File: src/pin_change_pkg.sv
// Package holding register offsets, field positions and reset values of the pin change detector.
package pin_change_pkg;

    localparam int unsigned ADDR_W = 12;

    localparam logic [11:0] OFF_PORTA_RISE   = 12'h000;
    localparam logic [11:0] OFF_PORTA_FALL   = 12'h004;
    localparam logic [11:0] OFF_PORTA_FLAGS  = 12'h008;
    localparam logic [11:0] OFF_PORTB_RISE   = 12'h00c;
    localparam logic [11:0] OFF_PORTB_FALL   = 12'h010;
    localparam logic [11:0] OFF_PORTB_FLAGS  = 12'h014;
    localparam logic [11:0] OFF_PORTC_RISE   = 12'h018;
    localparam logic [11:0] OFF_PORTC_FALL   = 12'h01c;
    localparam logic [11:0] OFF_PORTC_FLAGS  = 12'h020;
    localparam logic [11:0] OFF_IRQ_CTRL     = 12'h024;
    localparam logic [11:0] OFF_IRQ_STATUS   = 12'h028;
    localparam logic [11:0] OFF_IRQ_MASK     = 12'h02c;

    localparam logic [7:0] PORTA_IMPL_MASK   = 8'h3f;
    localparam logic [7:0] PORTB_IMPL_MASK   = 8'hf0;
    localparam logic [7:0] PORTC_IMPL_LARGE  = 8'hff;
    localparam logic [7:0] PORTC_IMPL_SMALL  = 8'h3f;

    localparam int unsigned IRQ_ENABLE_BIT   = 0;
    localparam int unsigned EVT_SUMMARY_BIT  = 0;
    localparam int unsigned EVT_W            = 1;

    localparam logic [7:0] REG_RESET         = 8'h00;

endpackage

File: src/pin_edge_if.sv
// Interface carrying the rise and fall edge pulses between detector and register block.
`timescale 1ns/1ps
`default_nettype none
interface pin_edge_if #(parameter int unsigned W = 24);
    logic [W-1:0] rise;
    logic [W-1:0] fall;

    modport source (output rise, output fall);
    modport sink   (input  rise, input  fall);
endinterface
`default_nettype wire

File: src/pin_edge_detect.sv
// Pin synchroniser and edge detector producing one-cycle rise and fall pulses.
`timescale 1ns/1ps
`default_nettype none
module pin_edge_detect #(
    parameter int unsigned W = 24
) (
    input  wire logic      clk_i,
    input  wire logic      rst_i,
    input  wire logic [W-1:0] pins_i,
    pin_edge_if.source     edges
);
    logic [W-1:0] sync_a;
    logic [W-1:0] sync_b;
    logic [W-1:0] prev;
    logic         primed;
    logic [1:0]   warm;

    // Two flip-flops before any logic looks at the pins.
    always_ff @(posedge clk_i)
    begin
        if (rst_i)
        begin
            sync_a <= '0;
            sync_b <= '0;
        end
        else
        begin
            sync_a <= pins_i;
            sync_b <= sync_a;
        end
    end

    // Prime after reset so the first sample is not taken as an edge.
    always_ff @(posedge clk_i)
    begin
        if (rst_i)
        begin
            prev <= '0;
            warm <= 2'h0;
        end
        else
        begin
            prev <= sync_b;
            if (warm != 2'h3)
            begin
                warm <= warm + 2'h1;
            end
        end
    end

    // Edges count only once prev holds a real pin sample, three edges after reset.
    assign primed = (warm == 2'h3);

    assign edges.rise = primed ? (sync_b & ~prev) : '0;
    assign edges.fall = primed ? (~sync_b & prev) : '0;
endmodule
`default_nettype wire

File: src/pin_change_detector.sv
// Pin change detector: edge enables, sticky change flags, summary interrupt, APB slave.
//
// The APB interface to the registers and the placing of the registers are this design's own decisions.
`timescale 1ns/1ps
`default_nettype none
// Notes on behaviour
// - Port B pins 7..4 have falling-edge enables setting the pin and summary flags.
// - Port B flag sets on enabled rising or enabled falling edge of its pin.
// - Port B fall-enable and flag bits 3..0 are unimplemented and read zero.
// - Eight port C rising-edge enables set pin flag and summary flag.
// - Eight port C falling-edge enables set pin flag and summary flag.
// - Port C flag sets on enabled rising or enabled falling edge of its pin.
// - Software clears a flag by writing zero; flags hold one until cleared.
// - A zero enable bit stops that edge polarity from setting the flag.
// - Every implemented enable and flag bit resets to zero on any reset.
// - Detection continues with interrupt enable clear; request raised only when enabled.
// - Summary flag is the OR of every individual pin flag.
// - An edge in the same cycle as a flag write leaves the flag set.
module pin_change_detector
    import pin_change_pkg::*;
#(
    parameter bit LARGE_VARIANT = 1'b1
) (
    input  wire logic                       clk_i,
    input  wire logic                       rst_i,
    input  wire logic                       psel,
    input  wire logic                       penable,
    input  wire logic                       pwrite,
    input  wire logic [pin_change_pkg::ADDR_W-1:0] paddr,
    input  wire logic [31:0]                pwdata,
    input  wire logic [3:0]                 pstrb,
    output logic      [31:0]                prdata,
    output logic                            pready,
    output logic                            pslverr,
    input  wire logic [7:0]                 porta_pin_i,
    input  wire logic [7:0]                 portb_pin_i,
    input  wire logic [7:0]                 portc_pin_i,
    output logic                            change_irq_summary_o,
    output logic                            irq_o
);
    import pin_change_pkg::*;

    localparam logic [7:0] B_IMPL = LARGE_VARIANT ? PORTB_IMPL_MASK : 8'h00;
    localparam logic [7:0] C_IMPL = LARGE_VARIANT ? PORTC_IMPL_LARGE : PORTC_IMPL_SMALL;

    logic [7:0] porta_rise_enable;
    logic [7:0] porta_fall_enable;
    logic [7:0] porta_change_flags;
    logic [7:0] portb_rise_enable;
    logic [7:0] portb_fall_enable;
    logic [7:0] portb_change_flags;
    logic [7:0] portc_rise_enable;
    logic [7:0] portc_fall_enable;
    logic [7:0] portc_change_flags;
    logic       change_irq_enable;
    logic [EVT_W-1:0] irq_status;
    logic [EVT_W-1:0] irq_mask;
    logic       summary_prev;
    logic       wr_en;
    logic       rd_en;
    logic       addr_ok;
    logic [7:0] wbyte;
    logic [7:0] a_hit;
    logic [7:0] b_hit;
    logic [7:0] c_hit;

    pin_edge_if #(.W(24)) edges ();

    pin_edge_detect #(.W(24)) u_detect (
        .clk_i  (clk_i),
        .rst_i  (rst_i),
        .pins_i ({portc_pin_i, portb_pin_i, porta_pin_i}),
        .edges  (edges)
    );

    // Enabled-edge hits per port; a zero enable masks that polarity.
    function automatic logic [7:0] hit(input logic [7:0] rise, input logic [7:0] fall,
                                       input logic [7:0] ren, input logic [7:0] fen,
                                       input logic [7:0] impl);
        hit = ((rise & ren) | (fall & fen)) & impl;
    endfunction

    // Flag update: written zero clears, a same-cycle hit wins over the clear.
    function automatic logic [7:0] flag_next(input logic [7:0] cur, input logic [7:0] h,
                                             input logic we, input logic [7:0] wd,
                                             input logic [7:0] impl);
        flag_next = ((we ? (cur & wd) : cur) | h) & impl;
    endfunction

    assign a_hit = hit(edges.rise[7:0], edges.fall[7:0], porta_rise_enable, porta_fall_enable,
                       PORTA_IMPL_MASK);
    assign b_hit = hit(edges.rise[15:8], edges.fall[15:8], portb_rise_enable, portb_fall_enable,
                       B_IMPL);
    assign c_hit = hit(edges.rise[23:16], edges.fall[23:16], portc_rise_enable, portc_fall_enable,
                       C_IMPL);

    // APB: zero-wait slave; unmapped addresses answer with an error.
    assign pready = 1'b1;
    assign wr_en  = psel && penable && pwrite && pstrb[0];
    assign rd_en  = psel && !pwrite;
    assign wbyte  = pwdata[7:0];

    always_comb
    begin
        case (paddr)
            OFF_PORTA_RISE, OFF_PORTA_FALL, OFF_PORTA_FLAGS,
            OFF_PORTB_RISE, OFF_PORTB_FALL, OFF_PORTB_FLAGS,
            OFF_PORTC_RISE, OFF_PORTC_FALL, OFF_PORTC_FLAGS,
            OFF_IRQ_CTRL, OFF_IRQ_STATUS, OFF_IRQ_MASK: addr_ok = 1'b1;
            default: addr_ok = 1'b0;
        endcase
    end

    assign pslverr = psel && penable && !addr_ok;

    // Enable registers.
    always_ff @(posedge clk_i)
    begin
        if (rst_i)
        begin
            porta_rise_enable <= REG_RESET;
            porta_fall_enable <= REG_RESET;
            portb_rise_enable <= REG_RESET;
            portb_fall_enable <= REG_RESET;
            portc_rise_enable <= REG_RESET;
            portc_fall_enable <= REG_RESET;
            change_irq_enable <= 1'b0;
            irq_mask          <= '0;
        end
        else if (wr_en)
        begin
            case (paddr)
                OFF_PORTA_RISE: porta_rise_enable <= wbyte & PORTA_IMPL_MASK;
                OFF_PORTA_FALL: porta_fall_enable <= wbyte & PORTA_IMPL_MASK;
                OFF_PORTB_RISE: portb_rise_enable <= wbyte & B_IMPL;
                OFF_PORTB_FALL: portb_fall_enable <= wbyte & B_IMPL;
                OFF_PORTC_RISE: portc_rise_enable <= wbyte & C_IMPL;
                OFF_PORTC_FALL: portc_fall_enable <= wbyte & C_IMPL;
                OFF_IRQ_CTRL:   change_irq_enable <= wbyte[IRQ_ENABLE_BIT];
                OFF_IRQ_MASK:   irq_mask <= wbyte[EVT_W-1:0];
                default:        ;
            endcase
        end
    end

    // Sticky change flags.
    always_ff @(posedge clk_i)
    begin
        if (rst_i)
        begin
            porta_change_flags <= REG_RESET;
            portb_change_flags <= REG_RESET;
            portc_change_flags <= REG_RESET;
        end
        else
        begin
            porta_change_flags <= flag_next(porta_change_flags, a_hit, wr_en && paddr == OFF_PORTA_FLAGS,
                                            wbyte, PORTA_IMPL_MASK);
            portb_change_flags <= flag_next(portb_change_flags, b_hit, wr_en && paddr == OFF_PORTB_FLAGS,
                                            wbyte, B_IMPL);
            portc_change_flags <= flag_next(portc_change_flags, c_hit, wr_en && paddr == OFF_PORTC_FLAGS,
                                            wbyte, C_IMPL);
        end
    end

    // Summary flag follows the flag registers; enable gates only the request.
    assign change_irq_summary_o = |{porta_change_flags, portb_change_flags, portc_change_flags};

    // Sticky status: set on the summary rising, cleared by writing one; set wins.
    always_ff @(posedge clk_i)
    begin
        if (rst_i)
        begin
            summary_prev <= 1'b0;
            irq_status   <= '0;
        end
        else
        begin
            summary_prev <= change_irq_summary_o;
            if (wr_en && paddr == OFF_IRQ_STATUS)
            begin
                irq_status <= (irq_status & ~wbyte[EVT_W-1:0]) |
                              {{(EVT_W-1){1'b0}}, change_irq_summary_o & ~summary_prev};
            end
            else
            begin
                irq_status <= irq_status | {{(EVT_W-1){1'b0}}, change_irq_summary_o & ~summary_prev};
            end
        end
    end

    assign irq_o = change_irq_enable && (change_irq_summary_o || |(irq_status & irq_mask));

    // Read data register; reserved bits read zero.
    always_ff @(posedge clk_i)
    begin
        if (rst_i)
        begin
            prdata <= '0;
        end
        else if (rd_en && !penable)
        begin
            case (paddr)
                OFF_PORTA_RISE:  prdata <= {24'h000000, porta_rise_enable};
                OFF_PORTA_FALL:  prdata <= {24'h000000, porta_fall_enable};
                OFF_PORTA_FLAGS: prdata <= {24'h000000, porta_change_flags};
                OFF_PORTB_RISE:  prdata <= {24'h000000, portb_rise_enable};
                OFF_PORTB_FALL:  prdata <= {24'h000000, portb_fall_enable};
                OFF_PORTB_FLAGS: prdata <= {24'h000000, portb_change_flags};
                OFF_PORTC_RISE:  prdata <= {24'h000000, portc_rise_enable};
                OFF_PORTC_FALL:  prdata <= {24'h000000, portc_fall_enable};
                OFF_PORTC_FLAGS: prdata <= {24'h000000, portc_change_flags};
                OFF_IRQ_CTRL:    prdata <= {31'h00000000, change_irq_enable};
                OFF_IRQ_STATUS:  prdata <= {{(32-EVT_W){1'b0}}, irq_status};
                OFF_IRQ_MASK:    prdata <= {{(32-EVT_W){1'b0}}, irq_mask};
                default:         prdata <= '0;
            endcase
        end
    end
endmodule
`default_nettype wire

File: config.mk
export PLATFORM = sky130hd
export DESIGN_NAME = pin_change_detector
export DESIGN_NICKNAME = d
export VERILOG_FILES = /design/src/pin_change_pkg.sv /design/src/pin_edge_if.sv /design/src/pin_edge_detect.sv /design/src/pin_change_detector.sv
export SDC_FILE = /design/constraint.sdc
export NUM_CORES = 1
export LEC_CHECK = 0
export BUFFER_PORTS_ARGS = -buffer_cell sky130_fd_sc_hd__buf_2
export CORE_ASPECT_RATIO = 1.75
export CORE_MARGIN = 10
export CORE_UTILIZATION = 40
export CTS_CLUSTER_DIAMETER = 150
export DETAILED_ROUTE_END_ITERATION = 6
export HOLD_SLACK_MARGIN = 0.1
export PLACE_DENSITY_LB_ADDON = 0.3
export SLEW_MARGIN = 20
export SYNTH_ARGS = -nofsm -noshare
export SYNTH_HDL_FRONTEND = slang
export SYNTH_HIERARCHICAL = 1
export SYNTH_SLANG_ARGS = --single-unit
File: constraint.sdc
create_clock -name clk_i -period 4.45 [get_ports clk_i]
set_clock_uncertainty 0.1 [all_clocks]
set_input_delay 0.6675 -clock clk_i [delete_from_list [all_inputs] [get_ports clk_i]]
set_output_delay 0.6675 -clock clk_i [all_outputs]
set_load 0.03 [all_outputs]
==> results.tsv, run 1 <==
stage	metric	value	unit
setup_path	reg2reg end	irq_status	
clock_network	Clock Path Buffers	2	
pwr	worst vdd ir	0.3008	mV
clock_network	clock-pin slew on the worst setup and hold paths	0.06	ns
layout	ANT cells	0	
grt	global-route wire length before repair	22.56	mm
setup_path	CP Max Fanout	4	
timing	Slew headroom	0.4204	
logic_synthesis	Synth Instances	582	
setup_path	cells along the critical path	nor4_1 > nand3_1 > nor4_1 > a21boi_0 > buf_2	
clock_network	clock sinks	122	
layout	layout cells sized above 1	0.2079	
clock_network	Num CTS Buffers	17	
status	status	finished clean	
setup_path	Most common cell on crit path	nor4_1	
setup_path	crit path launch type	flop	
routing	Initial DRT Pass Iterations	4	
clock_network	Post-CTS Hold Fix Bufs	0	
logic_synthesis	synthesized area	0.005573	mm²
floorplan	Die Span X	109.2	µm
placed_design	post-DP HPWL	10.33	mm
grt	initial antenna violation count	0	
floorplan	Die Y	176.1	µm
timing	Final Cycle Share	0.7240	
logic_synthesis	Synth Warn #	6	
setup_path	r2r worst-path depth	4	
setup_path	Top Family by Delay on Critical Path	simple AND/OR/NAND/NOR gates	
timing	Final min period	3.222	ns
placed_design	Final GP Congestion	0.9048	
floorplan	IO Pins	113	
layout	Total Nets Final	701	
floorplan	row count	57	
hold_path	Hold Path Stages	1	
placed_design	number of port buffers	54	
hold_path	Min-Delay Path Class	reg2reg	
routing	drt drc	0	
floorplan	die footprint	0.01924	mm²
routing	first-iteration detailed-routing DRC count	179	
grt	grt total ovfl	0	
clock_network	root buf cell	clkbuf_16	
timing	RSZ-0062 raised after global routing	false	
routing	DRT Wirelength	14.15	mm
setup_path	slowest stage delay, CP	0.62	ns
setup_path	slowest stage cell on the critical path	nor4_1	
layout	Layout fillers	1353	
timing	final hold viol count	0	
job	MaxCap Viol Count	0	
timing	final setup fails	0	
timing	post-route setup TNS	0	ns
logic_synthesis	syn avg cell area	9.575	µm²
setup_path	WP buf/inv	1	
clock_network	CTS resizes	0	
routing	vias per inst	5.181	
placed_design	pre-CTS WS	1.543	ns
clock_network	Skew-Pair Late Insertion Delay	0.41	ns
floorplan	starting density of the core	0.4049	
grt	vias in the first global route	4430	
pwr	Power Density	419.1	mW/mm²
timing	fmax	310.4	MHz
timing	Final Worst Setup Slack	1.228	ns
hold_path	Hold Crit Endpoint	irq_status	
routing	Post-DRT Antenna Nets	0	
routing	DR vias	4207	
pwr	Pwr Total	2.666	mW
setup_path	CP required	3.68	ns
setup_path	CP arrival	2.45	ns
setup_path	R2R Setup Slk	2.49	ns
clock_network	# H-tree levels	4	
setup_path	Critical R2R Launch	porta_change_flags[2]	
floorplan	core box area	0.01376	mm²
routing	routed len/inst	17.43	µm
timing	Slew Limit Fails	0	
grt	gr usage total	0.1494	
timing	worst-margin pin slew	0.8693	ns
grt	pin count of the biggest net entering global routing	48	
pwr	Leakage	2.653	nW
setup_path	nature of the critical path endpoint	output pin	
clock_network	CTS tree	built	
layout	Layout area overhead	14.14	%
hold_path	critical hold path startpoint	summary_prev	
setup_path	critical path class	reg2out	
clock_network	# Post-CTS Setup Buffers	0	
worst register-to-register path: stages (launching register included):
cell,delay (ns)
dfxtp_1,0.33
nor4_1,0.51
nand3_1,0.14
nor4_1,0.62
o31ai_1,0.12
sequential cells by signal (all words and copies together), names as in the netlist:
register            cells
u_detect/prev          18
u_detect/sync_a        18
u_detect/sync_b        18
portc_change_flags      8
portc_fall_enable       8
portc_rise_enable       8
prdata                  8
porta_change_flags      6
porta_fall_enable       6
porta_rise_enable       6
portb_change_flags      4
portb_fall_enable       4
portb_rise_enable       4
u_detect/warm           2
change_irq_enable       1
irq_mask                1
irq_status              1
summary_prev            1
per-stage QoR:
step           utilization  std cells  cell area (µm²)  hold WS [ns]
2_1_floorplan            -        605             5659        0.3003
3_3_place_gp        0.4190        780             5767        0.3083
3_5_place_dp        0.4190        780             5767        0.3193
4_1_cts             0.4621        812             6361        0.3144
5_1_grt             0.4621        812             6361        0.3190
6_report            0.4621        812             6361        0.3105
per-layer routing:
layer	wire [µm]	vias up	part of all wire	track usage
met5	0	-	0	0
met4	622	0	0.044	0.09749
li1	-	2085	-	-
met2	7185	134	0.51	0.2515
met1	5509	1953	0.39	0.1610
met3	837	35	0.059	0.03614
worst max-delay path by stage:
stage	startpoint	to	slack [ns]	depth (start not counted)
final	porta_change_flags[2]	irq_o	1.23	5
after global routing	porta_change_flags[2]	irq_o	1.18	5
after CTS	porta_change_flags[2]	irq_o	1.25	5
after detailed placement	paddr[4]	portb_fall_enable[6]	1.54	5
after global placement	paddr[4]	portb_fall_enable[6]	1.59	5
after floorplan	portc_change_flags[5]	irq_o	2.03	3
cells in the final DEF, fill, tap and decap left out, drive strengths merged, types with 5 or more instances in the layout:
master	count
clkbuf	19
dfxtp	122
nand3	7
nor4	9
nand4	6
nand2	83
and3b	18
nor2b	55
clkinv	7
or4	5
mux2i	47
inv	5
o31ai	20
o21ai	8
a21oi	26
buf	58
a22oi	19
nor2	27
conb	25
nor3	8
final cells by class:
type                       instances  area (µm²)  area share
timing repair buffer              58       300.3     0.04721
multi-input combinational        418        2784      0.4376
clock inverter                    13       151.4     0.02380
sequential                       122        2442      0.3839
tap                              177       221.5     0.03482
clock buffer                      19       442.9     0.06963
inverter                           5       18.77    0.002950
power by group:
| part | leakage, nW | internal, mW | switching (mW) |
|---|---|---|---|
| clock | 0.288 | 0.888 | 0.480 |
| combinational | 1.37 | 0.0489 | 0.120 |
| sequential | 0.992 | 1.12 | 0.0119 |
| total | 2.65 | 2.05 | 0.612 |
No activity file was read; power rests on OpenSTA's default activity.
==> inputs of run 2 (changes only) <==
- clock period: 4.45 -> 2.6 ns (I/O delays scaled with it)
==> run 2 against run 1 <==
Setup slack got worse by 1.1 ns; global-route usage is 0.76 points higher; power grew 75%; die area is the same; critical endpoint unchanged; final cell count up 4.1%; final area up 4.8%.
==> results.tsv, run 2 (synthesized netlist as in run 1, its figures left out) <==
stage	metric	value	unit
status	status	finished clean	
routing	Initial DRT Pass Iterations	7	
routing	vias per inst	5.254	
pwr	Leakage	2.811	nW
clock_network	Num CTS Buffers	17	
timing	Slew Limit Fails	0	
timing	final setup fails	0	
timing	Min Hold Slack	0.1117	ns
clock_network	clock-pin slew on the worst setup and hold paths	0.05	ns
timing	Slew headroom	0.5171	
layout	most common cell after layout, fill and taps aside	dfxtp_1	
timing	post-route setup TNS	0	ns
floorplan	Die Span X	109.2	µm
job	MaxCap Viol Count	0	
setup_path	Critical R2R Launch	portc_change_flags[5]	
timing	RSZ-0062 raised after global routing	false	
floorplan	core box area	0.01376	mm²
layout	ANT cells	0	
grt	gr usage total	0.1570	
setup_path	crit path launch type	flop	
routing	Post-DRT Antenna Nets	0	
layout	Layout area overhead	19.65	%
grt	grt total ovfl	0	
timing	Final Worst Setup Slack	0.1013	ns
setup_path	nature of the critical path endpoint	output pin	
floorplan	row count	57	
layout	commonest non-fill, non-tap cells in the layout	dfxtp_1 (122), nand2_1 (72), nor2b_1 (55)	
clock_network	# H-tree levels	4	
setup_path	reg2reg end	irq_status	
routing	first-iteration detailed-routing DRC count	207	
setup_path	crit path to	irq_o	
setup_path	CP Max Fanout	4	
floorplan	starting density of the core	0.4049	
layout	Layout fillers	1323	
clock_network	# Post-CTS Setup Buffers	0	
clock_network	Skew-Pair Late Insertion Delay	0.41	ns
routing	DRT Wirelength	14.55	mm
clock_network	root buf cell	clkbuf_16	
layout	layout cells sized above 1	0.2246	
routing	DR vias	4440	
placed_design	dpl cell area	0.005894	mm²
grt	initial antenna violation count	0	
layout	Largest regs	u_detect/prev x18, u_detect/sync_a x18, u_detect/sync_b x18	
setup_path	r2r worst-path depth	4	
setup_path	crit path from	portc_change_flags[5]	
placed_design	post-DP HPWL	10.84	mm
pwr	worst vdd ir	0.3560	mV
grt	vias in the first global route	4647	
routing	drt drc	0	
setup_path	R2R Setup Slk	1.01	ns
placed_design	pre-CTS WS	0.2482	ns
hold_path	Min-Delay Path Class	in2reg	
timing	Final Cycle Share	0.9610	
timing	Final min period	2.499	ns
grt	pin count of the biggest net entering global routing	51	
routing	routed len/inst	17.22	µm
floorplan	die footprint	0.01924	mm²
placed_design	Final GP Congestion	0.8651	
setup_path	CP arrival	2.01	ns
timing	worst-margin pin slew	0.7235	ns
timing	fmax	400.2	MHz
floorplan	Die Y	176.1	µm
clock_network	CTS tree	built	
clock_network	clock sinks	122	
placed_design	number of port buffers	54	
setup_path	CP required	2.11	ns
layout	Total Nets Final	734	
timing	final hold viol count	0	
pwr	Power Density	698.8	mW/mm²
grt	global-route wire length before repair	23.76	mm
layout	final instance area	0.006668	mm²
clock_network	Clock Path Buffers	2	
floorplan	IO Pins	113	
setup_path	critical path class	reg2out	
[run 2: cell count changes in the layout (fill, tap and decap cells not counted)]
cell	before	now
clkinv_2	6	5
buf_4	4	21
clkbuf_1	1	0
clkbuf_8	1	3
dlygate4sd3_1	0	16
[run 2: through the flow]
step	cells	total power [mW]	util
floorplan	605	2.228	-
global placement	797	2.263	0.4282
detailed placement	797	2.272	0.4282
CTS	845	4.715	0.4844
global route	845	4.836	0.4844
finish	845	4.659	0.4844
[run 2: power by group]
part | internal (mW) | leakage, nW | switching (mW) | total [mW]
Combinational | 0.109 | 1.52 | 0.210 | 0.319
Sequential | 1.91 | 0.992 | 0.0204 | 1.93
Clock | 1.57 | 0.298 | 0.834 | 2.41
[run 2: worst min-delay path by stage]
stage	depth (start not counted)	startpoint	to	slack, ns
final	2	portc_pin_i[6]	u_detect/sync_a[22]	0.11
after detailed placement	1	summary_prev	irq_status	0.30
after global placement	1	summary_prev	irq_status	0.31
after CTS	2	portc_pin_i[6]	u_detect/sync_a[22]	0.10
after global routing	2	portc_pin_i[6]	u_detect/sync_a[22]	0.13
after floorplan	1	summary_prev	irq_status	0.30
[run 2: what timing repair did]
action,4_1_cts,5_1_grt
hold buffers,16,0
gates resized for setup,0,0
endpoints found under the hold margin,16,0
[run 2: metal layers]
metal / up-vias / track usage / share of wire
li1: 2161 / - / -
met1: 2066 / 0.1677 / 0.39
met2: 171 / 0.2626 / 0.49
met3: 42 / 0.04089 / 0.062
met4: 0 / 0.1057 / 0.053
met5: - / 0 / 0
[run 2: layout make-up]
cell class                 count  area (µm²)  area share
clock buffer                  20       466.7     0.06999
clock inverter                12       146.4     0.02196
inverter                       5       18.77    0.002815
multi-input combinational    418        2784      0.4175
sequential                   122        2442      0.3663
tap                          177       221.5     0.03321
timing repair buffer          91       588.1     0.08820
[run 2: critical path: stages (launching register included)]
cell and delay [ns]:
dfxtp_1 0.33, or4_1 0.51, nor4_1 0.26, buf_4 0.20
a21boi_0 0.10, buf_2 0.20
